## src/hdl/adcc_defines.svh

```systemverilog
// Constants for the converter control block: offsets, bit positions, timing counts.
`ifndef ADCC_DEFINES_SVH
`define ADCC_DEFINES_SVH

`define ADCC_ADDR_W 3
`define ADCC_ADDR_CTRL_A 3'h0
`define ADCC_ADDR_CTRL_B 3'h1
`define ADCC_ADDR_SELECT 3'h2
`define ADCC_ADDR_RES_LOW 3'h3
`define ADCC_ADDR_RES_HIGH 3'h4
`define ADCC_ADDR_POWER 3'h5

`define ADCC_A_EN 7
`define ADCC_A_START 6
`define ADCC_A_AUTO 5
`define ADCC_A_FLAG 4
`define ADCC_A_IRQEN 3
`define ADCC_A_PS_HI 2
`define ADCC_B_TS_HI 2
`define ADCC_S_REF 6
`define ADCC_S_LEFT 5
`define ADCC_S_CH_HI 3
`define ADCC_P_GATE 0

`define ADCC_CONV_NORMAL 5'h0d
`define ADCC_CONV_FIRST 5'h19
`define ADCC_SMP_NORMAL 5'h01
`define ADCC_SMP_FIRST 5'h0d
`define ADCC_CODE_BITS 5'h0a
`define ADCC_TRIAL_MSB 10'h200
`define ADCC_FREE_RUN_SRC 3'h0

`endif

```

## src/hdl/adcc_pkg.sv

```systemverilog
// Types shared by the converter control modules.
package adcc_pkg;
	typedef enum logic [1:0] {SAR_IDLE, SAR_WAIT, SAR_RUN} adcc_sar_state_type;
	typedef logic [9:0] adcc_code_type;
endpackage : adcc_pkg

```

## src/hdl/adcc_conv_if.sv

```systemverilog
// Signals between the control logic, the converter clock prescaler and the sequencer.
`timescale 1ns/1ps
`default_nettype none
interface adcc_conv_if;
	logic en;
	logic [2:0] ps;
	logic restart;
	logic tick;
	logic start;
	logic first;
	logic comp;
	logic busy;
	logic done;
	logic sample;
	adcc_pkg::adcc_code_type dac;
	modport pre (input en, input ps, input restart, output tick);
	modport sar (input en, input tick, input start, input first, input comp,
		output busy, output done, output sample, output dac);
	modport ctl (output en, output ps, output restart, output start, output first,
		output comp, input tick, input busy, input done, input sample, input dac);
endinterface : adcc_conv_if
`default_nettype wire

```

## src/hdl/adcc_prescaler.sv

```systemverilog
// Converter clock prescaler producing one tick per converter clock period.
`timescale 1ns/1ps
`default_nettype none
module adcc_prescaler (
	// Clock and reset
	input wire logic clk,
	input wire logic rst_n,
	// Control and tick
	adcc_conv_if.pre cv
);
	logic [7:0] cnt;
	wire [7:0] term = 8'((9'h002 << cv.ps) - 9'h001);

	always_ff @(posedge clk or negedge rst_n) begin
		if (!rst_n) begin
			cnt <= 8'h00;
			cv.tick <= 1'b0;
		end else if (!cv.en || cv.restart) begin
			cnt <= 8'h00;
			cv.tick <= 1'b0;
		end else begin
			cnt <= (cnt == term) ? 8'h00 : cnt + 8'h01;
			cv.tick <= (cnt == term);
		end
	end
endmodule : adcc_prescaler
`default_nettype wire

```

## src/hdl/adcc_sar.sv

```systemverilog
// Successive approximation sequencer timed by converter clock ticks.
`timescale 1ns/1ps
`default_nettype none
`include "adcc_defines.svh"
module adcc_sar (
	// Clock and reset
	input wire logic clk,
	input wire logic rst_n,
	// Control and converter
	adcc_conv_if.sar cv
);
	adcc_pkg::adcc_sar_state_type state;
	logic [4:0] cnt;
	logic first_run;

	wire [4:0] smp = first_run ? `ADCC_SMP_FIRST : `ADCC_SMP_NORMAL;
	wire [4:0] last = (first_run ? `ADCC_CONV_FIRST : `ADCC_CONV_NORMAL) - 5'h01;
	wire in_bits = (cnt > smp) && (cnt <= smp + `ADCC_CODE_BITS);
	wire [3:0] bitpos = 4'(smp + `ADCC_CODE_BITS - cnt);
	wire [9:0] kept = cv.comp ? cv.dac : (cv.dac & ~(10'h001 << bitpos));
	wire [9:0] next_dac = (bitpos == 4'h0) ? kept : (kept | (10'h001 << (bitpos - 4'h1)));
	wire run_tick = (state == adcc_pkg::SAR_RUN) && cv.tick;
	wire finish = run_tick && (cnt == last);
	wire accept = cv.start && cv.en && ((state == adcc_pkg::SAR_IDLE) || finish);

	assign cv.busy = (state != adcc_pkg::SAR_IDLE);

	always_ff @(posedge clk or negedge rst_n) begin
		if (!rst_n) begin
			state <= adcc_pkg::SAR_IDLE;
			cnt <= 5'h00;
			first_run <= 1'b0;
			cv.dac <= 10'h000;
			cv.done <= 1'b0;
			cv.sample <= 1'b0;
		end else begin
			cv.done <= finish;
			cv.sample <= run_tick && (cnt == smp);
			if (!cv.en) begin
				state <= adcc_pkg::SAR_IDLE;
			end else if (accept) begin
				state <= adcc_pkg::SAR_WAIT;
				first_run <= cv.first;
			end else if (finish) begin
				state <= adcc_pkg::SAR_IDLE;
			end else if (state == adcc_pkg::SAR_WAIT && cv.tick) begin
				state <= adcc_pkg::SAR_RUN;
				cnt <= 5'h00;
			end else if (run_tick) begin
				cnt <= cnt + 5'h01;
			end
			if (run_tick && cnt == smp) begin
				cv.dac <= `ADCC_TRIAL_MSB;
			end else if (run_tick && in_bits) begin
				cv.dac <= next_dac;
			end
		end
	end
endmodule : adcc_sar
`default_nettype wire

```

## src/hdl/adcc_top.sv

```systemverilog
// Conversion control for a successive approximation converter with software registers.
//
// Notes on behaviour
// Ten-bit code, zero ground, ones reference.
// One bit picks supply or internal reference.
// Channel field routes pin, ground or bandgap.
// Nine-way input multiplexer including temperature sensor.
// Selections take effect only while enabled.
// Right-justified result, left when left_align set.
// Software reads low byte before high.
// Low byte read blocks all result updates.
// High byte read removes the block.
// Every completion raises the done request.
// Start bit begins conversion, clears at end.
// Channel writes wait for conversion end.
// Auto trigger enable uses selected source.
// Trigger rising edge resets prescaler, starts.
// Only fresh rising edges start conversions.
// Edges during a conversion are ignored.
// Trigger flags need clearing between events.
// Done-flag source gives continuous conversion.
// Start bit reads one during any conversion.
// Software clears power gate before use.
// Software disables converter before deep sleep.
// Conversions take 13 ticks, first 25.
// Prescaler runs only while enabled.
// Completion writes result, sets flag, clears start.
// Left mode: bits nine..two high, rest low.
// Free-running source code is a parameter.
`timescale 1ns/1ps
`default_nettype none
`include "adcc_defines.svh"
module adcc_top #(
	parameter logic [2:0] FREE_RUN_SRC = `ADCC_FREE_RUN_SRC
) (
	// Clock and reset
	input wire logic CLK,
	input wire logic RST_N,
	// Register port
	input wire logic [`ADCC_ADDR_W-1:0] ADDR,
	input wire logic [7:0] WDATA,
	input wire logic WR,
	input wire logic RD,
	output logic [7:0] RDATA,
	// Trigger sources
	input wire logic [7:0] TRIG_IN,
	// Analog front end
	input wire logic COMP_IN,
	output logic [3:0] CH_SEL,
	output logic REF_SEL,
	output logic ANALOG_EN,
	output logic SAMPLE,
	output logic [9:0] DAC_CODE,
	// Conversion complete request
	output logic CONV_IRQ
);
	logic rst_meta;
	logic rst_n;

	always_ff @(posedge CLK or negedge RST_N) begin
		if (!RST_N) begin
			rst_meta <= 1'b0;
			rst_n <= 1'b0;
		end else begin
			rst_meta <= 1'b1;
			rst_n <= rst_meta;
		end
	end

	adcc_conv_if cv ();

	adcc_prescaler u_pre (
		.clk(CLK),
		.rst_n(rst_n),
		.cv(cv.pre)
	);

	adcc_sar u_sar (
		.clk(CLK),
		.rst_n(rst_n),
		.cv(cv.sar)
	);

	// Software-visible state, plus the internal lock, first-conversion marker and trigger history.
	logic enable;
	logic start_bit;
	logic auto_trig_enable;
	logic conv_done_flag;
	logic irq_enable;
	logic [2:0] prescale;
	logic [2:0] trig_source_sel;
	logic ref_select;
	logic left_align;
	logic [3:0] channel_select;
	logic adc_power_gate_bit;
	adcc_pkg::adcc_code_type result;
	logic locked;
	logic first_pending;
	logic trig_prev;

	// Places the code into the high or low byte for either alignment.
	function automatic logic [7:0] place(input adcc_pkg::adcc_code_type code,
		input logic left, input logic high);
		logic [7:0] b;
		if (left) begin
			b = high ? code[9:2] : {code[1:0], 6'h00};
		end else begin
			b = high ? {6'h00, code[9:8]} : code[7:0];
		end
		return b;
	endfunction : place

	// Register decode.
	wire wr_a = WR && (ADDR == `ADCC_ADDR_CTRL_A);
	wire wr_b = WR && (ADDR == `ADCC_ADDR_CTRL_B);
	wire wr_s = WR && (ADDR == `ADCC_ADDR_SELECT);
	wire wr_p = WR && (ADDR == `ADCC_ADDR_POWER);
	wire rd_low = RD && (ADDR == `ADCC_ADDR_RES_LOW);
	wire rd_high = RD && (ADDR == `ADCC_ADDR_RES_HIGH);

	// The power gate overrides enable so a gated converter never runs.
	wire run_en = enable && !adc_power_gate_bit;
	wire busy = cv.busy;
	wire done = cv.done;

	// Trigger selection and edge detection.
	wire free_run = auto_trig_enable && (trig_source_sel == FREE_RUN_SRC);
	wire trig_level = TRIG_IN[trig_source_sel];
	wire trig_edge = trig_level && !trig_prev;
	wire trig_go = run_en && auto_trig_enable && !free_run && trig_edge && !busy;
	wire sw_go = run_en && wr_a && WDATA[`ADCC_A_START] && !busy;
	wire free_go = run_en && free_run && done;
	wire start_req = trig_go || sw_go || free_go;

	assign cv.en = run_en;
	assign cv.ps = prescale;
	assign cv.restart = trig_go;
	assign cv.start = start_req;
	assign cv.first = first_pending;
	assign cv.comp = COMP_IN;

	// Selections follow software only while enabled and idle, or at the end of a conversion.
	wire sel_open = run_en && (!busy || done);

	wire [7:0] ctrl_a_val = {enable, start_bit, auto_trig_enable, conv_done_flag,
		irq_enable, prescale};
	wire [7:0] select_val = {1'b0, ref_select, left_align, 1'b0, channel_select};
	wire [7:0] next_rdata =
		(ADDR == `ADCC_ADDR_CTRL_A) ? ctrl_a_val :
		(ADDR == `ADCC_ADDR_CTRL_B) ? {5'h00, trig_source_sel} :
		(ADDR == `ADCC_ADDR_SELECT) ? select_val :
		(ADDR == `ADCC_ADDR_RES_LOW) ? place(result, left_align, 1'b0) :
		(ADDR == `ADCC_ADDR_RES_HIGH) ? place(result, left_align, 1'b1) :
		(ADDR == `ADCC_ADDR_POWER) ? {7'h00, adc_power_gate_bit} : 8'h00;

	// Control register A.
	always_ff @(posedge CLK or negedge rst_n) begin
		if (!rst_n) begin
			enable <= 1'b0;
			auto_trig_enable <= 1'b0;
			irq_enable <= 1'b0;
			prescale <= 3'h0;
		end else if (wr_a) begin
			enable <= WDATA[`ADCC_A_EN];
			auto_trig_enable <= WDATA[`ADCC_A_AUTO];
			irq_enable <= WDATA[`ADCC_A_IRQEN];
			prescale <= WDATA[`ADCC_A_PS_HI:0];
		end
	end

	// Other writable registers.
	always_ff @(posedge CLK or negedge rst_n) begin
		if (!rst_n) begin
			trig_source_sel <= 3'h0;
			adc_power_gate_bit <= 1'b0;
		end else begin
			if (wr_b) begin
				trig_source_sel <= WDATA[`ADCC_B_TS_HI:0];
			end
			if (wr_p) begin
				adc_power_gate_bit <= WDATA[`ADCC_P_GATE];
			end
		end
	end

	// Temporary selection register, written at any time.
	logic tmp_ref;
	logic [3:0] tmp_ch;
	always_ff @(posedge CLK or negedge rst_n) begin
		if (!rst_n) begin
			tmp_ref <= 1'b0;
			tmp_ch <= 4'h0;
			left_align <= 1'b0;
		end else if (wr_s) begin
			tmp_ref <= WDATA[`ADCC_S_REF];
			tmp_ch <= WDATA[`ADCC_S_CH_HI:0];
			left_align <= WDATA[`ADCC_S_LEFT];
		end
	end
	assign ref_select = tmp_ref;
	assign channel_select = tmp_ch;

	// Applied selection seen by the analog side.
	always_ff @(posedge CLK or negedge rst_n) begin
		if (!rst_n) begin
			CH_SEL <= 4'h0;
			REF_SEL <= 1'b0;
		end else if (sel_open) begin
			CH_SEL <= tmp_ch;
			REF_SEL <= tmp_ref;
		end
	end

	// Start bit: set by any start, held for the conversion, cleared at completion.
	always_ff @(posedge CLK or negedge rst_n) begin
		if (!rst_n) begin
			start_bit <= 1'b0;
		end else if (start_req) begin
			start_bit <= 1'b1;
		end else if (done || !run_en) begin
			start_bit <= 1'b0;
		end
	end

	// Done flag: completion wins over a write-one clear in the same cycle.
	always_ff @(posedge CLK or negedge rst_n) begin
		if (!rst_n) begin
			conv_done_flag <= 1'b0;
		end else if (done) begin
			conv_done_flag <= 1'b1;
		end else if (wr_a && WDATA[`ADCC_A_FLAG]) begin
			conv_done_flag <= 1'b0;
		end
	end

	// Result and its lock between the two byte reads.
	always_ff @(posedge CLK or negedge rst_n) begin
		if (!rst_n) begin
			result <= 10'h000;
			locked <= 1'b0;
		end else begin
			// A completion in the cycle of a low-byte read is dropped, so both bytes agree.
			if (done && !locked && !rd_low) begin
				result <= cv.dac;
			end
			if (rd_high) begin
				locked <= 1'b0;
			end else if (rd_low) begin
				locked <= 1'b1;
			end
		end
	end

	// First-conversion marker and trigger history.
	// The history follows the selected source, so moving to a source that is already high
	// counts as an edge; software should change the source while auto triggering is off.
	always_ff @(posedge CLK or negedge rst_n) begin
		if (!rst_n) begin
			first_pending <= 1'b1;
			trig_prev <= 1'b0;
		end else begin
			trig_prev <= trig_level;
			if (!run_en) begin
				first_pending <= 1'b1;
			end else if (start_req) begin
				first_pending <= 1'b0;
			end
		end
	end

	// Registered outputs.
	always_ff @(posedge CLK or negedge rst_n) begin
		if (!rst_n) begin
			RDATA <= 8'h00;
			ANALOG_EN <= 1'b0;
			SAMPLE <= 1'b0;
			DAC_CODE <= 10'h000;
			CONV_IRQ <= 1'b0;
		end else begin
			RDATA <= RD ? next_rdata : 8'h00;
			ANALOG_EN <= run_en;
			SAMPLE <= cv.sample;
			DAC_CODE <= cv.dac;
			CONV_IRQ <= (conv_done_flag || done) && irq_enable;
		end
	end
endmodule : adcc_top
`default_nettype wire

```

## config.mk

```make
export PLATFORM = sky130hd
export DESIGN_NAME = adcc_top
export DESIGN_NICKNAME = d
export VERILOG_FILES = /design/src/hdl/adcc_pkg.sv /design/src/hdl/adcc_conv_if.sv /design/src/hdl/adcc_prescaler.sv /design/src/hdl/adcc_sar.sv /design/src/hdl/adcc_top.sv
export VERILOG_INCLUDE_DIRS = /design/src /design/src/hdl
export SDC_FILE = /design/constraint.sdc
export NUM_CORES = 1
export LEC_CHECK = 0
export BUFFER_PORTS_ARGS = -buffer_cell sky130_fd_sc_hd__buf_2
export CORE_MARGIN = 2
export CORE_UTILIZATION = 60
export DETAILED_ROUTE_END_ITERATION = 10
export PLACE_DENSITY_LB_ADDON = 0.3
export SLEW_MARGIN = 5
export SYNTH_ARGS = -nofsm -noshare
export SYNTH_HDL_FRONTEND = slang
export SYNTH_SLANG_ARGS = --single-unit
```

## constraint.sdc

```tcl
create_clock -name CLK -period 9 [get_ports CLK]
set_clock_uncertainty 0.2 [all_clocks]
set_input_delay 0.9 -clock CLK [delete_from_list [all_inputs] [get_ports CLK]]
set_output_delay 0.9 -clock CLK [all_outputs]
set_load 0.02 [all_outputs]
```

======== After elaboration in Yosys (flattened, before gate mapping) ========
Cells that the tools add are included.
word-level totals
  bits of input ports ..................... 24
  bits in registers ....................... 88
  output and inout bits ................... 26
operators by class
  bitwise operators ....................... 5
  muxes and demuxes ....................... 34
  add/subtract/negate cells ............... 7
  equality and inequality tests ........... 12
  order comparisons ....................... 3
  reductions and logical operators ........ 57
  shift-type cells ........................ 3
operators by type and width
  kind                                              count
  2-to-1 mux 8 bit                                  10
  2-to-1 mux 10 bit                                 4
  logical AND 1 bit                                 31
  left shift 1 x 4 -> 10 bit, first input constant  2
  2-to-1 mux 5 bit                                  3
  nonzero test 2 bit                                6
  2-to-1 mux 1 bit                                  11
  bitwise AND 10 bit                                1
  inverter 10 bit                                   1
  OR 10 bit                                         1
  adder 8 x 1 -> 8 bit, second input constant       1
  == test 8 bit                                     1
  2-to-1 mux 2 bit                                  4
  left shift 2 x 3 -> 8 bit, first input constant   1
  subtractor 8 x 1 -> 8 bit, second input constant  1
  zero test 1 bit                                   7
  logical OR 1 bit                                  7
  == test 3 x 2 -> 1 bit, second input constant     2
  == test 3 bit, second input constant              2
  zero test 3 bit                                   2
  adder 4 x 4 -> 5 bit, second input constant       1
  adder 5 x 1 -> 5 bit, second input constant       1
  == test 5 x 4 -> 1 bit                            1
  == test 5 bit                                     1
  other kinds (18)                                  19

======== Depth between registers and ports, before layout ========
  depth after elaboration ................. 12
  mapped depth ............................ 9
  mapped depth without buffers ............ 7

======== Hierarchy ========
Synthesis repeated with hierarchy kept, for this count alone.
unflattened totals
  cells, all modules ...................... 398
  area total of the unflattened synthesis .. 4516.8 um^2
by module, submodules not included
  module          instances  cells each  sequential area each (um^2)  area each (um^2)
  adcc_top        1          202         1477.7                       2566.2
  adcc_sar        1          136         500.5                        1341.3
  adcc_prescaler  1          60          225.2                        609.3

======== Least setup slack after synthesis ========
Ideal clock, no wire load.
  path kind ............................... input -> register
  start point ............................. input port ADDR[1]
  end point ............................... register u_sar.first_run
  slack ................................... 6.465 ns
  path buffers ............................ 1
  required time ........................... 8.672 ns
  arrival time ............................ 2.208 ns
  stages on the path ...................... 6
  setup time .............................. 0.128 ns
  cell sequence ........................... clkbuf_1 > nor4b_4 > a32oi_1 > nor2_1 > a21oi_1 > mux2_1
between the ends
  longest elaborated chain between the ends .. 10
ends and longest elaborated chain
  item                                  RTL line         text
  start, declared                       adcc_top.sv:40   input wire logic [`ADCC_ADDR_W-1:0] ADDR,
  zero test 3 bit (no source line)      --
  logical AND 1 bit                     adcc_top.sv:114  wire wr_a = WR && (ADDR == `ADCC_ADDR_CTRL_A);
  logical AND 1 bit (3 in a row)        adcc_top.sv:131  wire sw_go = run_en && wr_a && WDATA[`ADCC_A_START] && !busy;
  logical OR 1 bit (2 in a row)         adcc_top.sv:133  wire start_req = trig_go || sw_go || free_go;
  logical AND 1 bit (2 in a row)        adcc_sar.sv:24   wire accept = cv.start && cv.en && ((state == adcc_pkg::SAR_IDLE) || finish);
  AND reduction 2 bit (no source line)  --
  end signal, assigned                  adcc_sar.sv:43   first_run <= cv.first;
  end, declared                         adcc_sar.sv:14   logic first_run;
No other way between the ends.
A chain may end at the register's enable or synchronous reset.

======== Final worst setup path ========
  start point ............................. register u_sar.first_run
  end point ............................... register u_sar.cv.dac[3]
between the ends
  longest elaborated chain between the ends .. 11
  elaborated cells between the ends (all ways) .. 21
  classes of those cells .................. 3 x add/sub; 2 x order compare; 1 x eq/ne; 2 x shift; 5 x mux; 3 x bitwise; 5 x reduce/logical
ends and longest elaborated chain
  item                                                                           RTL line            text
  2-to-1 mux 4 bit (no source line) (*)                                          --
  parallel branches: the longest is 10 deep, another holds adder 4 x 4 -> 5 bit  --
  end signal, assigned                                                           adcc_sar.sv:53      cv.dac <= `ADCC_TRIAL_MSB;
  end signal, assigned                                                           adcc_sar.sv:55      cv.dac <= next_dac;
  end, declared                                                                  adcc_conv_if.sv:18  output busy, output done, output sample, output dac);
Mark *: on every way between the ends. The select of a mux whose other input is x is not followed.

==> flow_metrics.env <==
export IMPL_arrival_ns=2.78
export IMPL_rsz0062_at_grt="false"
export IMPL_track_usage_pct=22.9
export IMPL_ff2ff_setup_slack_ns=6.26
export IMPL_setup_viol=0
export IMPL_postSynthAreaPerCell_um2=11.2
export IMPL_synth_async_reset_ratio_pct=100
export IMPL_drv_cap=0
export IMPL_fp_row_count=31
export IMPL_cp_endpoint="u_sar.cv.dac[3]$_DFFE_PN0P_"
export IMPL_ys_warn_count=0
export IMPL_post_route_min_period_ns=2.74
export IMPL_antenna_found_initial=0
export IMPL_initial_utilization_pct=61.6
export IMPL_crit_required_ns=9.04
export IMPL_final_common_cell="dfrtp_1"
export IMPL_regArea_um2=2210
export IMPL_drtIter0Drc=236
export IMPL_reg2reg_from="u_sar.first_run$_DFFE_PN0P_"
export IMPL_synth_edf_count=0
export IMPL_synthesis_nets=433
export IMPL_synth_area_leaders="dfrtp_1 49%, mux2_2 8.7%, ha_1 3.7%"
export IMPL_grt_pass1_vias=3052
export IMPL_cts_setup_buffers=0
export IMPL_dp_hpwl_mm=6.33
export IMPL_tns_ns=0
export IMPL_ctsHoldBuffers=0
export IMPL_ys_ff_latch=88
export IMPL_antenna_left=0
export IMPL_tritoncts="done"
export IMPL_num_nets_final=474
export IMPL_power_density_nw_per_um2=203
export IMPL_n_antenna_cell=0
export IMPL_ys_flop_type="dfrtp_1"
export IMPL_drc=0
export IMPL_period_share_pct=30.4
export IMPL_die_area_um2=8060
export IMPL_clockBufferDepth=2
export IMPL_critPathBufInv=1
export IMPL_vdd_ir_drop_max_uv=105
export IMPL_hp_class="in2async"
export IMPL_critical_path_class="reg2reg"
export IMPL_reg2regPathDepth=7
export IMPL_crit_family="compound AO/OA/AOI/OAI gates"
export IMPL_fin_ws_ns=6.26
export IMPL_cts_sinks=88
export IMPL_numCtsBuffers=9
export IMPL_synth_top_cell_area_share_pct=49.3
export IMPL_wl_per_cell_um=16.6
export IMPL_whs_ns=0.108
export IMPL_grt_overflow=0
export IMPL_cts_resized=0
export IMPL_fillers=518
export IMPL_area_growth_pct=11.5
export IMPL_finalMaxSlewViolations=0
export IMPL_clock_fmax_ghz=0.366
export IMPL_pre_cts_slack_ns=6.09
export IMPL_end_kind="register"
export IMPL_finalPower_mw=0.998
export IMPL_slowest_delay_ns=0.54
export IMPL_cp_slowest_cell="ha_1"
export IMPL_viasPerCell=5.98
export IMPL_ys_seq_area_share_pct=49.9
export IMPL_vias=3236
export IMPL_finalHoldViolations=0
export IMPL_synthesis_area_um2=4420
export IMPL_design_area_um2=4930
export IMPL_wl_mm=9.00
export IMPL_timing_rr_end="u_sar.cv.dac[3]$_DFFE_PN0P_"
export IMPL_place_port_buffers=49
export IMPL_slew_headroom_pct=29.7
export IMPL_clk_latency_ns=0.35
export IMPL_synthDistinctLibCells=68
export IMPL_clk_pin_slew_ns=0.10
export IMPL_gp_congestion=0.871
export IMPL_worst_path_stages=7
export IMPL_htree_levels=3
export IMPL_multi_input_area_um2=2090
export IMPL_worst_pin_slew_ns=1.05
export IMPL_yosysTopAreaCell="dfrtp_1"
export IMPL_crit_fanout=13
export IMPL_pin_count=50
export IMPL_place_area_um2=4700
export IMPL_p_leak_nw=2.21
export IMPL_grt_pass1_wl_mm=15.0
export IMPL_worstSetupStartpoint="u_sar.first_run$_DFFE_PN0P_"
export IMPL_drive_above_1_share_pct=25.6
export IMPL_drt_first_pass_iters=6
export IMPL_start_kind="register"
export IMPL_cts_root_buf="clkbuf_8"
export IMPL_fin_cells=541
export IMPL_grt_max_degree=87
export IMPL_place_inst=525
export IMPL_die_w_um=89.8
export IMPL_core_area_um2=7180
export IMPL_crit_chain="inv_1 > ha_1 > nand3_2 > nor4b_4 > o311a_1 > mux2_1 > a32o_1"
export IMPL_final_util_pct=68.6
export IMPL_final_cell_mix="86 x dfrtp_1, 49 x buf_2, 34 x mux2_2"
export IMPL_status="completed"
export IMPL_dieHeight_um=89.8
export IMPL_synthCells=396
-- worst min-delay path by stage --
stage | start | endpoint | slack [ns]
after floorplan | u_sar.cv.sample$_DFF_PN0_ | SAMPLE$_DFF_PN0_ | 0.13
after global placement | u_sar.cv.sample$_DFF_PN0_ | SAMPLE$_DFF_PN0_ | 0.13
after detailed placement | u_sar.cv.sample$_DFF_PN0_ | SAMPLE$_DFF_PN0_ | 0.13
after CTS | RST_N | rst_n$_DFF_PN0_ | 0.09
after global routing | RST_N | rst_meta$_DFF_PN0_ | 0.08
final | RST_N | rst_meta$_DFF_PN0_ | 0.11
-- registers in the layout, indices dropped and copies added, names as in the netlist, 2 cells and up --
signal and cells:
u_pre.cnt 8, cv.ps 3, u_sar.cnt 5, result 10
CH_SEL 4, u_sar.cv.dac 10, channel_select 4, DAC_CODE 10
u_sar.state 2, RDATA 8, trig_source_sel 3
-- worst reg2reg max path: stages (launching register included) --
cell	delay, ns
dfrtp_1	0.40
inv_1	0.10
ha_1	0.54
nand3_2	0.18
nor4b_4	0.18
o311a_1	0.46
mux2_1	0.37
a32o_1	0.20
-- kinds of logic (layout without fill, tap and decap cells) --
| kind of cell | Yosys count | count (layout) | share of synthesized area [%] |
|---|---|---|---|
| multiplexers | 47 | 47 | 11.8 |
| XOR/XNOR | 9 | 9 | 1.78 |
| AND/OR/NAND/NOR | 123 | 123 | 15.9 |
| AO/OA/AOI/OAI | 87 | 87 | 14.1 |
| adder cells (fa/ha/maj) | 13 | 13 | 3.68 |
| buffers and inverters | 28 | 74 | 2.78 |
| other | 1 | 1 | 0.0849 |
| flip-flops | 88 | 88 | 49.9 |
-- synthesized netlist by cell type (all sizes together), types with 3 or more instances --
library cell,n
nor2b,8
a31oi,8
and2,6
xnor2,5
a21oi,12
nand3b,4
nand2b,10
a22o,4
ha,13
xor2,4
clkbuf,9
and4b,3
mux2,38
nor4b,4
o311ai,3
a32o,5
mux2i,9
inv,8
nand3,17
nand2,22
a21boi,3
dfrtp,87
a21o,3
nand4b,3
nor2,27
o21a,4
o21ai,20
nor3,10
o32ai,3
buf,10
o31ai,3
-- per-layer routing --
metal	wire, µm	vias to the layer above	GRT usage [%]	share of wire (%)
met5	0	-	0	0
met4	118	0	6.54	1.3
met3	424	12	4.86	4.7
met2	4410	102	36.7	49
met1	4040	1589	32.0	45
li1	-	1533	-	-
-- where the power goes --
group          internal, mW  leakage [nW]  switching [mW]  total (mW)
Sequential            0.432          1.14          0.0471       0.479
Combinational        0.0925         0.955           0.118       0.210
Clock                 0.161         0.113           0.147       0.308
-- layout make-up --
cell class / count / share of cell area [%]
inverter: 9 / 0.686
clock buffer: 10 / 2.59
clock inverter: 6 / 1.98
sequential: 88 / 44.8
timing repair buffer: 49 / 4.98
multi-input combinational: 280 / 42.4
tap: 99 / 2.51
(Power assumes the default switching activity.)
